<file path="config.mk">
export PLATFORM = sky130hd
export DESIGN_NAME = pin_interrupt_pattern_match
export DESIGN_NICKNAME = d
export VERILOG_FILES = /design/src/pint_pkg.sv /design/src/pin_interrupt_pattern_match.sv
export VERILOG_INCLUDE_DIRS = /design/src
export SDC_FILE = /design/constraint.sdc
export NUM_CORES = 1
export LEC_CHECK = 0
export BUFFER_PORTS_ARGS = -buffer_cell sky130_fd_sc_hd__buf_2
export CAP_MARGIN = 5
export CORE_UTILIZATION = 50
export CTS_CLUSTER_DIAMETER = 100
export CTS_CLUSTER_SIZE = 25
export DETAILED_ROUTE_END_ITERATION = 16
export PLACE_DENSITY = 0.71
export SKIP_LAST_GASP = 1
export SYNTH_ARGS = -nofsm -noshare
export SYNTH_HDL_FRONTEND = slang
export SYNTH_SLANG_ARGS = --single-unit
</file>
<file path="constraint.sdc">
create_clock -name clock -period 9.4 [get_ports clock]
set_input_delay 0.47 -clock clock [delete_from_list [all_inputs] [get_ports clock]]
set_output_delay 0.47 -clock clock [all_outputs]
set_load 0.01 [all_outputs]
</file>
<file path="src/pint_regs.svh">
// register offsets, field positions, reset values and slice codes of the pin interrupt block
// assumes a 32-bit apb slave with byte addresses; included by the design file and the bench
//
// Contract
// - eight channels, each picking its source through its own pin select setting
// - a channel source is a pin number of port 0 or port 1
// - channel inputs come straight from the pad, whatever the pin function
// - pin interrupt mode: each channel raises its own request on edge or level
// - pattern engine has eight slices, each one term of one minterm
// - each slice selects an input and its detector watches it continuously
// - sticky slice catches rising, falling or either edge since last clear
// - sticky slice output stays high until detect logic is cleared
// - event slice output is high one cycle per edge, then rearms
// - level slice is true while input is at configured high or low level
// - full minterm match asserts the request of the minterm's last slice
// - each minterm has its own request; any match raises requests
// - when enabled, receive event to the core follows any minterm match
// - or of all minterms drives receive event and the any-match output
// - one control bit picks pin or pattern requests, never both
// - receive event stays enableable while pin interrupts own the request lines
// - pattern match needs the clock; only pin interrupts may request wake-up
// - sticky plus event slice gives request on edge after a qualifying edge
// - level plus event slice limits edge requests to the level window
// - per-channel sense bit: 0 edge, 1 level, reset 0
// - per-channel enable bit enables rising edge or level request, 1 enables
// - in level mode a second per-channel bit picks the active level
// - ones written to set location set enable bits, zeros leave them
`ifndef PINT_REGS_SVH
`define PINT_REGS_SVH

`define OFS_SENSE_SELECT 12'h000
`define OFS_RISE_LEVEL_ENABLE 12'h004
`define OFS_RISE_LEVEL_SET 12'h008
`define OFS_RISE_LEVEL_CLEAR 12'h00c
`define OFS_FALL_ACTIVE_LEVEL 12'h010
`define OFS_FALL_ACTIVE_SET 12'h014
`define OFS_FALL_ACTIVE_CLEAR 12'h018
`define OFS_RISE_DETECT 12'h01c
`define OFS_FALL_DETECT 12'h020
`define OFS_REQUEST_STATUS 12'h024
`define OFS_MATCH_CONTROL 12'h028
`define OFS_SLICE_SOURCE 12'h02c
`define OFS_SLICE_CONFIG 12'h030
`define OFS_PIN_SELECT_BASE 12'h040
`define OFS_PIN_SELECT_LAST 12'h05c

`define RESET_BYTE 8'h00
`define RESET_WORD 32'h0000_0000
`define RESET_PIN_SELECT 6'h00

`define CTRL_MATCH_SELECT_BIT 0
`define CTRL_EVENT_ENABLE_BIT 1
`define SRC_FIELD_LSB 8
`define CFG_FIELD_LSB 8
`define FIELD_WIDTH 3

`define SLICE_ALWAYS 3'h0
`define SLICE_STICKY_RISE 3'h1
`define SLICE_STICKY_FALL 3'h2
`define SLICE_STICKY_BOTH 3'h3
`define SLICE_LEVEL_HIGH 3'h4
`define SLICE_LEVEL_LOW 3'h5
`define SLICE_NEVER 3'h6
`define SLICE_EVENT_BOTH 3'h7

`endif

</file>
<file path="src/pint_pkg.sv">
// types shared by the pin interrupt and pattern match block
// assumes eight channels fed from two 32-pin ports
package pint_pkg;
  typedef logic [7:0] chan_vec_t;
  typedef logic [5:0] pin_sel_t;
  typedef logic [2:0] field_t;
endpackage

</file>
<file path="src/pin_interrupt_pattern_match.sv">
// pin interrupt and pattern match engine with an apb register slave
// assumes pads arrive asynchronously and one 10 mhz clock runs the whole block
//
// The address map and the APB register port were decided locally.
`timescale 1ns/1ps
`default_nettype none
`include "pint_regs.svh"

module pin_interrupt_pattern_match
  import pint_pkg::*;
(
  input wire logic clock,
  input wire logic rst_n,
  input wire logic psel,
  input wire logic penable,
  input wire logic pwrite,
  input wire logic [11:0] paddr,
  input wire logic [31:0] pwdata,
  output logic [31:0] prdata,
  output logic pready,
  output logic pslverr,
  input wire logic [63:0] pad_in,
  output logic [7:0] interrupt_request,
  output logic any_match_output,
  output logic core_receive_event,
  output logic wake_request
);

  // ----------------------------------------------------------------
  // reset release
  // ----------------------------------------------------------------
  logic rst_meta_n;
  logic rst_sync_n;

  always_ff @(posedge clock or negedge rst_n) begin
    if (!rst_n) begin
      rst_meta_n <= 1'b0;
      rst_sync_n <= 1'b0;
    end else begin
      rst_meta_n <= 1'b1;
      rst_sync_n <= rst_meta_n;
    end
  end

  // ----------------------------------------------------------------
  // pad synchronisers
  // ----------------------------------------------------------------
  // every pad is synchronised before the mux so a reselect never exposes a metastable bit
  logic [63:0] pad_meta;
  logic [63:0] pad_sync;

  always_ff @(posedge clock or negedge rst_sync_n) begin
    if (!rst_sync_n) begin
      pad_meta <= 64'h0;
      pad_sync <= 64'h0;
    end else begin
      pad_meta <= pad_in;
      pad_sync <= pad_meta;
    end
  end

  // ----------------------------------------------------------------
  // registers
  // ----------------------------------------------------------------
  chan_vec_t channel_sense_select;
  chan_vec_t rise_or_level_enable_bits;
  chan_vec_t fall_active_level_bits;
  chan_vec_t rise_detect;
  chan_vec_t fall_detect;
  logic match_select;
  logic event_enable;
  logic [31:0] slice_source;
  logic [31:0] slice_config;
  pin_sel_t channel_pin_select [8];

  // ----------------------------------------------------------------
  // apb decode
  // ----------------------------------------------------------------
  wire setup_phase = psel && !penable;
  wire write_strobe = psel && penable && pwrite;
  wire hit_sense = paddr == `OFS_SENSE_SELECT;
  wire hit_enr = paddr == `OFS_RISE_LEVEL_ENABLE;
  wire hit_senr = paddr == `OFS_RISE_LEVEL_SET;
  wire hit_cenr = paddr == `OFS_RISE_LEVEL_CLEAR;
  wire hit_enf = paddr == `OFS_FALL_ACTIVE_LEVEL;
  wire hit_senf = paddr == `OFS_FALL_ACTIVE_SET;
  wire hit_cenf = paddr == `OFS_FALL_ACTIVE_CLEAR;
  wire hit_rise = paddr == `OFS_RISE_DETECT;
  wire hit_fall = paddr == `OFS_FALL_DETECT;
  wire hit_status = paddr == `OFS_REQUEST_STATUS;
  wire hit_ctrl = paddr == `OFS_MATCH_CONTROL;
  wire hit_src = paddr == `OFS_SLICE_SOURCE;
  wire hit_cfg = paddr == `OFS_SLICE_CONFIG;
  wire hit_psel = paddr >= `OFS_PIN_SELECT_BASE && paddr <= `OFS_PIN_SELECT_LAST
    && paddr[1:0] == 2'h0;
  wire [2:0] psel_index = paddr[4:2];
  wire hit_any = hit_sense || hit_enr || hit_senr || hit_cenr || hit_enf || hit_senf
    || hit_cenf || hit_rise || hit_fall || hit_status || hit_ctrl || hit_src
    || hit_cfg || hit_psel;
  wire [7:0] wbyte = pwdata[7:0];

  // zero wait states; read data is captured during setup so it comes from a flop
  assign pready = 1'b1;
  assign pslverr = psel && penable && !hit_any;

  // ----------------------------------------------------------------
  // channel inputs
  // ----------------------------------------------------------------
  chan_vec_t chan_now;
  chan_vec_t chan_prev;

  genvar g;
  generate
    for (g = 0; g < 8; g++) begin : chan_mux
      assign chan_now[g] = pad_sync[channel_pin_select[g]];
    end
  endgenerate

  always_ff @(posedge clock or negedge rst_sync_n) begin
    if (!rst_sync_n) begin
      chan_prev <= `RESET_BYTE;
    end else begin
      chan_prev <= chan_now;
    end
  end

  wire [7:0] chan_rise = chan_now & ~chan_prev;
  wire [7:0] chan_fall = ~chan_now & chan_prev;

  // ----------------------------------------------------------------
  // pin interrupt requests
  // ----------------------------------------------------------------
  // level channels: enable and level match; edge channels: latched detectors
  wire [7:0] level_hit = ~(chan_now ^ fall_active_level_bits);
  wire [7:0] level_request = channel_sense_select & rise_or_level_enable_bits
    & level_hit;
  wire [7:0] edge_request = ~channel_sense_select & (rise_detect | fall_detect);
  wire [7:0] pin_request = level_request | edge_request;

  wire [7:0] status_clear = (write_strobe && hit_status) ? wbyte : `RESET_BYTE;
  wire [7:0] rise_clear = ((write_strobe && hit_rise) ? wbyte : `RESET_BYTE)
    | (status_clear & ~channel_sense_select);
  wire [7:0] fall_clear = ((write_strobe && hit_fall) ? wbyte : `RESET_BYTE)
    | (status_clear & ~channel_sense_select);
  // detectors record edges on enabled edge channels; a new edge beats a clear
  wire [7:0] rise_set = chan_rise & ~channel_sense_select & rise_or_level_enable_bits;
  wire [7:0] fall_set = chan_fall & ~channel_sense_select & fall_active_level_bits;
  wire [7:0] next_rise_detect = (rise_detect & ~rise_clear) | rise_set;
  wire [7:0] next_fall_detect = (fall_detect & ~fall_clear) | fall_set;

  // writing ones to status in level mode flips the active level
  wire [7:0] level_toggle = status_clear & channel_sense_select;
  wire [7:0] next_enr = hit_enr ? wbyte
    : hit_senr ? (rise_or_level_enable_bits | wbyte)
    : hit_cenr ? (rise_or_level_enable_bits & ~wbyte)
    : rise_or_level_enable_bits;
  wire [7:0] next_enf = hit_enf ? wbyte
    : hit_senf ? (fall_active_level_bits | wbyte)
    : hit_cenf ? (fall_active_level_bits & ~wbyte)
    : fall_active_level_bits ^ level_toggle;

  always_ff @(posedge clock or negedge rst_sync_n) begin
    if (!rst_sync_n) begin
      channel_sense_select <= `RESET_BYTE;
      rise_or_level_enable_bits <= `RESET_BYTE;
      fall_active_level_bits <= `RESET_BYTE;
      rise_detect <= `RESET_BYTE;
      fall_detect <= `RESET_BYTE;
    end else begin
      if (write_strobe && hit_sense) begin
        channel_sense_select <= wbyte;
      end
      if (write_strobe) begin
        rise_or_level_enable_bits <= next_enr;
      end
      fall_active_level_bits <= write_strobe ? next_enf
        : fall_active_level_bits ^ level_toggle;
      rise_detect <= next_rise_detect;
      fall_detect <= next_fall_detect;
    end
  end

  // ----------------------------------------------------------------
  // control, slice and pin select registers
  // ----------------------------------------------------------------
  // any rewrite of the expression restarts every sticky detector
  wire sticky_clear = write_strobe && (hit_ctrl || hit_src || hit_cfg);

  always_ff @(posedge clock or negedge rst_sync_n) begin
    if (!rst_sync_n) begin
      match_select <= 1'b0;
      event_enable <= 1'b0;
      slice_source <= `RESET_WORD;
      slice_config <= `RESET_WORD;
    end else begin
      if (write_strobe && hit_ctrl) begin
        match_select <= pwdata[`CTRL_MATCH_SELECT_BIT];
        event_enable <= pwdata[`CTRL_EVENT_ENABLE_BIT];
      end
      if (write_strobe && hit_src) begin
        slice_source <= pwdata;
      end
      if (write_strobe && hit_cfg) begin
        slice_config <= pwdata;
      end
    end
  end

  always_ff @(posedge clock or negedge rst_sync_n) begin
    if (!rst_sync_n) begin
      for (int i = 0; i < 8; i++) begin
        channel_pin_select[i] <= `RESET_PIN_SELECT;
      end
    end else if (write_strobe && hit_psel) begin
      channel_pin_select[psel_index] <= pwdata[5:0];
    end
  end

  // ----------------------------------------------------------------
  // pattern match slices
  // ----------------------------------------------------------------
  function automatic field_t field_of(input logic [31:0] word, input int unsigned n);
    field_of = word[`SRC_FIELD_LSB + `FIELD_WIDTH * n +: `FIELD_WIDTH];
  endfunction

  // combines the detector state with the present inputs into the slice output
  function automatic logic slice_true(input field_t mode, input logic level,
      input logic rise, input logic fall, input logic sticky);
    case (mode)
      `SLICE_ALWAYS: slice_true = 1'b1;
      `SLICE_STICKY_RISE: slice_true = sticky || rise;
      `SLICE_STICKY_FALL: slice_true = sticky || fall;
      `SLICE_STICKY_BOTH: slice_true = sticky || rise || fall;
      `SLICE_LEVEL_HIGH: slice_true = level;
      `SLICE_LEVEL_LOW: slice_true = !level;
      `SLICE_NEVER: slice_true = 1'b0;
      default: slice_true = rise || fall;
    endcase
  endfunction

  chan_vec_t slice_sticky;
  chan_vec_t slice_out;
  chan_vec_t slice_last;
  chan_vec_t term_product;
  chan_vec_t minterm_match;
  chan_vec_t next_sticky;

  generate
    for (g = 0; g < 8; g++) begin : slice
      wire [2:0] src = field_of(slice_source, g);
      wire field_t mode = field_of(slice_config, g);
      wire s_level = chan_now[src];
      wire s_rise = chan_rise[src];
      wire s_fall = chan_fall[src];
      assign slice_out[g] = slice_true(mode, s_level, s_rise, s_fall, slice_sticky[g]);
      // an edge in the clearing cycle still sets the detector, so no edge is lost
      assign next_sticky[g] = slice_true(mode, s_level, s_rise, s_fall,
        slice_sticky[g] && !sticky_clear)
        && (mode == `SLICE_STICKY_RISE || mode == `SLICE_STICKY_FALL
        || mode == `SLICE_STICKY_BOTH);
      if (g == 7) begin : tail
        assign slice_last[g] = 1'b1;
      end else begin : body
        assign slice_last[g] = slice_config[g];
      end
      if (g == 0) begin : first
        assign term_product[g] = slice_out[g];
      end else begin : chain
        // a slice continues the product unless the previous slice closed a minterm
        assign term_product[g] = slice_out[g]
          && (slice_last[g-1] || term_product[g-1]);
      end
      assign minterm_match[g] = slice_last[g] && term_product[g];
    end
  endgenerate

  always_ff @(posedge clock or negedge rst_sync_n) begin
    if (!rst_sync_n) begin
      slice_sticky <= `RESET_BYTE;
    end else begin
      slice_sticky <= next_sticky;
    end
  end

  // ----------------------------------------------------------------
  // outputs
  // ----------------------------------------------------------------
  // pattern logic is purely clocked, and so is the pin path; only pin requests (level or edge) drive wake, and only while the clock runs
  wire any_match = |minterm_match;
  wire [7:0] next_request = match_select ? minterm_match : pin_request;
  wire next_wake = !match_select && (|pin_request);

  always_ff @(posedge clock or negedge rst_sync_n) begin
    if (!rst_sync_n) begin
      interrupt_request <= `RESET_BYTE;
      any_match_output <= 1'b0;
      core_receive_event <= 1'b0;
      wake_request <= 1'b0;
    end else begin
      interrupt_request <= next_request;
      any_match_output <= any_match;
      core_receive_event <= event_enable && any_match;
      wake_request <= next_wake;
    end
  end

  // ----------------------------------------------------------------
  // read data
  // ----------------------------------------------------------------
  wire [31:0] read_mux = hit_sense ? {24'h0, channel_sense_select}
    : hit_enr ? {24'h0, rise_or_level_enable_bits}
    : hit_enf ? {24'h0, fall_active_level_bits}
    : hit_rise ? {24'h0, rise_detect}
    : hit_fall ? {24'h0, fall_detect}
    : hit_status ? {24'h0, pin_request}
    : hit_ctrl ? {minterm_match, 22'h0, event_enable, match_select}
    : hit_src ? slice_source
    : hit_cfg ? slice_config
    : hit_psel ? {26'h0, channel_pin_select[psel_index]}
    : 32'h0;

  always_ff @(posedge clock or negedge rst_sync_n) begin
    if (!rst_sync_n) begin
      prdata <= `RESET_WORD;
    end else if (setup_phase && !pwrite) begin
      prdata <= read_mux;
    end
  end

endmodule
`default_nettype wire

</file>
==> insert_results.sql, run 1 <==
INSERT INTO impl_metrics (metric_group, metric, value, unit) VALUES
('clock_tree', 'root_buffer', 'clkbuf_16', ''),
('global_route', 'first_global_vias', '16859', ''),
('global_route', 'globalRouteOverflowTotal', '0', ''),
('cells_and_area', 'layout-drive-gt1-share', '0.2117', ''),
('critical_path', 'worstPathMaxFanout', '18', ''),
('global_route', 'initial_antenna_violation_count', '0', ''),
('drt', 'drt_drc_violations_left', '0', ''),
('logic_synthesis', 'most_numerous_cell_types_in_the_synthesized_netlist', 'dfrtp_1, mux2i_1, nand2_1', ''),
('clock_tree', 'h-tree-depth', '1', ''),
('logic_synthesis', 'post_synth_arst_share', '1.000', ''),
('logic_synthesis', 'ys.flop_type', 'dfrtp_1', ''),
('floorplanning', 'boundaryPins', '158', ''),
('drt', 'routed-via-count', '17558', ''),
('clock_tree', 'number_of_buffers_added_by_the_clock_tree_synthesis_step', '18', ''),
('global_route', 'grt_start_max_net_pins', '145', ''),
('drt', 'viasPerCell', '6.864', ''),
('power', 'vdd_ir_drop_max', '0.1585', 'mV'),
('clock_tree', 'clkSinkCount', '343', ''),
('floorplanning', 'core.rowCount', '73', ''),
('sta', 'fmax', '167.5', 'MHz'),
('logic_synthesis', 'netlist_area', '20480', 'sq um'),
('place', 'place_congestion', '1.037', ''),
('drt', 'routed_wirelength', '70.12', 'mm'),
('sta', 'final-setup-viol-count', '0', ''),
('drt', 'wl_per_cell', '27.41', 'um'),
('sta', 'slew_viol_final', '0', ''),
('clock_tree', 'cts_buffer_depth', '3', ''),
('place', 'dp.final_hpwl', '50.85', 'mm'),
('sta', 'worst_pin_slew', '1.348', 'ns'),
('sta', 'finalWorstPathRequiredPeriod', '5.970', 'ns'),
('global_route', 'global_route.usage.total', '0.3385', ''),
('min_path', 'class_of_the_tightest_hold_or_removal_check', 'in -> reg', ''),
('sta', 'timing.final.hold_violations', '0', ''),
('sta', 'post-route-worst-setup-slack', '3.430', 'ns'),
('floorplanning', 'fp.dieH', '204.4', 'um'),
('place', 'io_buffers', '156', ''),
('place', 'area_after_detailed_placement', '21530', 'sq um'),
('logic_synthesis', 'yosys_warnings', '0', ''),
('power', 'power_density', '123.2', 'nW/um^2'),
('clock_tree', 'worstSkewPairLatency', '0.56', 'ns'),
('cells_and_area', 'utilization', '0.5504', ''),
('sta', 'timing.max_slew.rel_slack', '0.09952', ''),
('cells_and_area', 'final_design_area_no_fill', '22070', 'sq um'),
('logic_synthesis', 'synth.top_cells.by_area', 'dfrtp_1, mux2i_1, mux4_2', ''),
('logic_synthesis', 'netlist_instances', '1959', ''),
('logic_synthesis', 'ys_seq_elements', '343', ''),
('sta', 'post-route-period-util', '0.6351', ''),
('clock_tree', 'tritoncts', 'built', ''),
('sta', 'unrepaired_setup_endpoints_after_global_routing', 'no', ''),
('critical_path', 'critPathCaptureType', 'register', ''),
('critical_path', 'worst_path_required_time', '9.86', 'ns'),
('floorplanning', 'initial_core_util', '0.5108', ''),
('cells_and_area', 'syn_to_final_growth', '7.752', '%'),
('run_status', 'outcome', 'finished clean', ''),
('clock_tree', 'cts-resized-gates', '0', ''),
('drt', 'drtIter0Drc', '2112', ''),
('logic_synthesis', 'synthMostInstantiatedCell', 'dfrtp_1', ''),
('global_route', 'grt_pass1_wl', '106.3', 'mm'),
('logic_synthesis', 'synth-edff-count', '0', ''),
('floorplanning', 'floorplan_core_area', '40100', 'sq um'),
('critical_path', 'criticalPathCategory', 'reg -> reg', ''),
('drt', 'first_pass_iters', '6', ''),
('place', 'preCtsSetupSlack', '3.545', 'ns'),
('floorplanning', 'fp.dieArea', '41780', 'sq um'),
('drt', 'detail-route-antenna-nets', '0', ''),
('run', 'timing.max_cap.violations', '0', ''),
('clock_tree', 'cts_clock_pin_slew_for_the_worst_setup_and_hold_paths', '0.10', 'ns'),
('power', 'p_leak', '8.816', 'nW'),
('logic_synthesis', 'synthesis.area_per_instance', '10.46', 'sq um'),
('logic_synthesis', 'yosysTopAreaCellShare', '0.4190', ''),
('critical_path', 'critPathArrivalTime', '6.43', 'ns'),
('cells_and_area', 'final_net_count', '2140', ''),
('logic_synthesis', 'yosys.cell_types.count', '87', ''),
('logic_synthesis', 'ys_seq_area_frac', '0.4190', ''),
('critical_path', 'worst_setup_path_start_kind', 'register', ''),
('floorplanning', 'die_w', '204.4', 'um'),
('logic_synthesis', 'synth_top_cell_by_area', 'dfrtp_1', ''),
('sta', 'fin_skew', '0.03729', 'ns'),
('sta', 'setup_tns', '0', 'ns');
metrics by stage:
step                      total power, mW  instances  hold slack [ns]
after global routing                2.813       2556         0.009029
after global placement              1.866       2530           0.2545
after detailed placement            1.871       2530           0.2570
after floorplan                     1.751       1960           0.1744
final                               2.720       2558          0.02758
after CTS                           2.731       2555         0.001335
area by class of cell:
type	instances	area, sq um
sequential	343	8587
timing repair buffer	177	950.9
tap	525	656.9
inverter	46	172.7
clock inverter	4	46.29
clock buffer	20	479.2
antenna	2	5.005
multi-input combinational	1441	11170
fill	3519	18030
where the power goes:
part | switching [mW] | internal, mW
sequential | 0.0946 | 1.52
combinational | 0.143 | 0.100
clock | 0.493 | 0.374
registers in the layout (all words and copies together) (netlist names), 8 cells and up, named ones only:
name                    count
pad_sync                   64
channel_pin_select         48
channel_sense_select        8
slice_source               32
pad_meta                   64
chan_prev                   8
interrupt_request           8
slice_config               32
fall_detect                 8
slice_sticky                8
fall_active_level_bits      8
prdata                     32
rise_detect                 8
worst paths after layout:
kind	to	start	cells past startpoint	slack, ns
setup / recovery	prdata[30]$_DFFE_PN0P_	channel_pin_select[18]$_DFFE_PN0P_	15	3.43
hold / removal	pad_meta[17]$_DFF_PN0_	pad_in[17]	1	0.03
setup reg to reg	prdata[30]$_DFFE_PN0P_	channel_pin_select[18]$_DFFE_PN0P_	15	3.43
hold reg to reg	pad_sync[5]$_DFF_PN0_	pad_meta[5]$_DFF_PN0_	0	0.35
max in group asynchronous	pad_sync[50]$_DFF_PN0_	rst_sync_n$_DFF_PN0_	2	6.90
min in group asynchronous	rst_sync_n$_DFF_PN0_	rst_n	2	0.22
cells by family after synthesis:
logic type,count (synthesis),share of synthesized area
xor+xnor,10,0.004276
mux,399,0.2482
buf+inv,176,0.03689
flops,343,0.4190
compound gates,500,0.1706
other cells,1,0.0001831
fa+ha+maj,1,0.0005497
simple gates,529,0.1203
metal layers:
layer	part of all wire	routed length, um	vias up	GRT usage
met1	0.42	29420	8764	0.4858
li1	-	-	7508	-
met4	0.043	2998	0	0.1407
met5	0	0	-	0
met3	0.11	7738	177	0.08068
met2	0.43	29970	1109	0.4889
critical path: stages, from the launching register on:
cell	delay (ns)
dfrtp_1	1.12
mux4_2	0.38
mux2_2	0.19
o32ai_1	0.08
nor3_1	0.95
nor2_4	0.19
nor2_1	0.65
mux4_2	0.41
nor4b_1	0.33
a2111oi_2	0.09
a32oi_2	0.34
o311ai_2	0.19
a211o_1	0.35
a2bb2oi_2	0.24
a21oi_1	0.12
o31ai_1	0.24
repair_timing:
action	4_1_cts	5_1_grt
hold buffers	1	0
buffers inserted	0	0
hold endpoints to repair	2	0
setup endpoints to repair	0	0
layout by cell type, fill, tap and decap left out, drive strengths merged, types with 6 or more instances in the layout:
| cell | Yosys | layout |
|---|---|---|
| a211oi | 10 | 10 |
| a21oi | 67 | 67 |
| a221oi | 16 | 16 |
| a22o | 9 | 9 |
| a22oi | 116 | 116 |
| a311oi | 10 | 10 |
| a31o | 12 | 12 |
| a31oi | 16 | 16 |
| a32o | 13 | 13 |
| and2 | 19 | 19 |
| and3 | 8 | 8 |
| buf | 57 | 176 |
| clkbuf | 73 | 20 |
| dfrtp | 343 | 343 |
| inv | 45 | 45 |
| mux2 | 112 | 112 |
| mux2i | 212 | 212 |
| mux4 | 75 | 75 |
| nand2 | 192 | 192 |
| nand2b | 27 | 27 |
| nand3 | 39 | 39 |
| nor2 | 123 | 123 |
| nor2b | 32 | 32 |
| nor3 | 51 | 51 |
| o211ai | 22 | 22 |
| o21a | 11 | 11 |
| o21ai | 115 | 115 |
| o221ai | 6 | 6 |
| o22ai | 17 | 17 |
| o31ai | 7 | 7 |
| or2 | 10 | 10 |
| or3 | 7 | 7 |
Note: power is estimated with default switching activity, not from simulation.
==> run 2: changes to the inputs <==
- PLACE_DENSITY: 0.71 -> 0.68
- clock period: 9.4 -> 5.5 ns (I/O delays scaled with it)
==> insert_results.sql, run 2 (synthesized netlist as in run 1, its figures left out) <==
INSERT INTO impl_metrics (metric_group, metric, value, unit) VALUES
('global_route', 'grt_pass1_wl', '110.4', 'mm'),
('clock_tree', 'h-tree-depth', '1', ''),
('clock_tree', 'worstSkewPairLatency', '0.55', 'ns'),
('clock_tree', 'root_buffer', 'clkbuf_16', ''),
('clock_tree', 'cts-resized-gates', '0', ''),
('critical_path', 'rr_endpoint', 'prdata[30]$_DFFE_PN0P_', ''),
('critical_path', 'worst-r2r-cell-count', '16', ''),
('floorplanning', 'die_w', '204.4', 'um'),
('floorplanning', 'boundaryPins', '158', ''),
('floorplanning', 'core.rowCount', '73', ''),
('cells_and_area', 'biggestRegsByFlops', 'pad_meta x64, pad_sync x64, channel_pin_select x48', ''),
('power', 'p_leak', '9.555', 'nW'),
('drt', 'routed-via-count', '18029', ''),
('drt', 'viasPerCell', '6.638', ''),
('cells_and_area', 'most-common-layout-cells', 'dfrtp_1, mux2i_1, nand2_1', ''),
('drt', 'routed_length_on_met3', '8.174', 'mm'),
('drt', 'first_pass_iters', '7', ''),
('floorplanning', 'floorplan_core_area', '40100', 'sq um'),
('sta', 'timing.max_slew.rel_slack', '0.1578', ''),
('clock_tree', 'cts_clock_pin_slew_for_the_worst_setup_and_hold_paths', '0.10', 'ns'),
('place', 'preCtsSetupSlack', '0.5469', 'ns'),
('place', 'place_congestion', '1.011', ''),
('global_route', 'first_global_vias', '17496', ''),
('critical_path', 'worst_path_largest_cell_delay', '0.84', 'ns'),
('power', 'post-layout-total-power', '4.742', 'mW'),
('floorplanning', 'fp.dieArea', '41780', 'sq um'),
('cells_and_area', 'fillerInstances', '3438', ''),
('sta', 'timing.final.hold_violations', '0', ''),
('sta', 'hold_ws', '0.02933', 'ns'),
('place', 'io_buffers', '156', ''),
('sta', 'setup_tns', '0', 'ns'),
('sta', 'unrepaired_setup_endpoints_after_global_routing', 'no', ''),
('global_route', 'globalRouteOverflowTotal', '0', ''),
('drt', 'drt_drc_violations_left', '0', ''),
('critical_path', 'critPathArrivalTime', '5.45', 'ns'),
('sta', 'post-route-period-util', '0.9077', ''),
('clock_tree', 'cts_buffer_depth', '3', ''),
('global_route', 'global_route.usage.total', '0.3551', ''),
('sta', 'fmax', '200.3', 'MHz'),
('floorplanning', 'fp.dieH', '204.4', 'um'),
('critical_path', 'worstPathMaxFanout', '18', ''),
('run_status', 'outcome', 'finished clean', ''),
('run', 'timing.max_cap.violations', '0', ''),
('cells_and_area', 'layout-drive-gt1-share', '0.2282', ''),
('critical_path', 'r2r_start', 'channel_pin_select[19]$_DFFE_PN0P_', ''),
('clock_tree', 'clkSinkCount', '343', ''),
('power', 'vdd_ir_drop_max', '0.2784', 'mV'),
('clock_tree', 'tritoncts', 'built', ''),
('drt', 'detail-route-antenna-nets', '0', ''),
('drt', 'routed_wirelength', '73.50', 'mm'),
('place', 'dp.final_hpwl', '52.62', 'mm'),
('critical_path', 'worst_setup_path_start_kind', 'register', ''),
('critical_path', 'worst_path_required_time', '5.96', 'ns'),
('drt', 'highest_layer', 'met4', ''),
('clock_tree', 'post-cts-setup-buffers', '0', ''),
('sta', 'slew_viol_final', '0', ''),
('clock_tree', 'number_of_buffers_added_by_the_clock_tree_synthesis_step', '18', ''),
('floorplanning', 'initial_core_util', '0.5108', ''),
('critical_path', 'worstPathCellList', 'mux4_2, nor2b_1, a211oi_1, nor4_2, nor2_4, nor2_1, mux4_2, nor4b_1, a2111oi_2, a32oi_2, o311ai_2, buf_4, a211o_1, a2bb2oi_2, a21oi_1, o31ai_1', ''),
('global_route', 'initial_antenna_violation_count', '0', ''),
('drt', 'drt-met1-wl', '30.94', 'mm'),
('cells_and_area', 'syn_to_final_growth', '15.08', '%'),
('sta', 'worst_pin_slew', '1.254', 'ns'),
('cells_and_area', 'number_of_antenna_cells_inserted', '0', ''),
('sta', 'post-route-worst-setup-slack', '0.5077', 'ns'),
('critical_path', 'critPathMostFrequentCell', 'mux4_2', ''),
('critical_path', 'criticalPathCategory', 'reg -> reg', ''),
('drt', 'wl_per_cell', '27.06', 'um'),
('power', 'power_density', '201.2', 'nW/um^2'),
('critical_path', 'ff2ff_setup_slack', '0.51', 'ns'),
('sta', 'finalWorstPathRequiredPeriod', '4.992', 'ns'),
('drt', 'wl_met2', '32.13', 'mm'),
('cells_and_area', 'layout.cells.most_common', 'dfrtp_1', ''),
('global_route', 'grt_start_max_net_pins', '156', ''),
('min_path', 'class_of_the_tightest_hold_or_removal_check', 'in -> async', ''),
('critical_path', 'critPathCaptureType', 'register', ''),
('sta', 'final-setup-viol-count', '0', ''),
('cells_and_area', 'final_net_count', '2299', ''),
('critical_path', 'crit_slowest_cell', 'dfrtp_1', ''),
('drt', 'drtIter0Drc', '2171', ''),
('sta', 'fin_skew', '0.02764', 'ns');
-- run 2: worst max path at each step --
| stage | startpoint | end | slack [ns] | cells past startpoint |
|---|---|---|---|---|
| 3_5_place_dp | channel_pin_select[19]$_DFFE_PN0P_ | prdata[30]$_DFFE_PN0P_ | 0.55 | 16 |
| 5_1_grt | channel_pin_select[19]$_DFFE_PN0P_ | prdata[30]$_DFFE_PN0P_ | 0.23 | 16 |
| 2_1_floorplan | channel_pin_select[7]$_DFFE_PN0P_ | any_match_output$_DFF_PN0_ | 1.33 | 15 |
| 6_report | channel_pin_select[19]$_DFFE_PN0P_ | prdata[30]$_DFFE_PN0P_ | 0.51 | 16 |
| 3_3_place_gp | channel_pin_select[18]$_DFFE_PN0P_ | prdata[30]$_DFFE_PN0P_ | 0.68 | 19 |
| 4_1_cts | channel_pin_select[19]$_DFFE_PN0P_ | prdata[30]$_DFFE_PN0P_ | 0.52 | 16 |
-- run 2: area by class of cell --
type                       count  area [sq um]  area share
multi-input combinational   1441         11170      0.4738
sequential                   343          8587      0.3643
timing repair buffer         336          2455      0.1041
tap                          525         656.9     0.02787
clock buffer                  23         500.5     0.02123
inverter                      46         172.7    0.007325
clock inverter                 2         31.28    0.001327
-- run 2: timing repair --
action / 4_1_cts / 5_1_grt
endpoints found under the hold margin: 114 / 0
hold buffers: 89 / 0
endpoints found under the setup margin: 0 / 0
-- run 2: worst max-delay path: cells and delay by family (launching register included) --
kind | cells | cell delay [ns]
buffers and inverters | 1 | 0.17
AND/OR/NAND/NOR | 5 | 1.74
AO/OA/AOI/OAI | 8 | 1.44
multiplexers | 2 | 0.69
flip-flops | 1 | 0.84
-- run 2: report_power, final --
| part | switching (mW) | internal, mW | total (mW) |
|---|---|---|---|
| logic | 0.265 | 0.230 | 0.496 |
| registers | 0.143 | 2.59 | 2.73 |
| clock network | 0.855 | 0.658 | 1.51 |
-- run 2: through the flow --
stage               instance area, sq um  utilization  std cells
floorplan                          20490            -       1960
global placement                   22150       0.5524       2602
detailed placement                 22150       0.5524       2602
global route                       23570       0.5879       2716
finish                             23570       0.5879       2716
CTS                                23570       0.5879       2716
-- run 2: metal layers --
metal | track usage | vias to the layer above
met4 | 0.1042 | 0
met2 | 0.5324 | 1061
met5 | 0 | -
met1 | 0.5083 | 8992
li1 | - | 7820
met3 | 0.08658 | 156
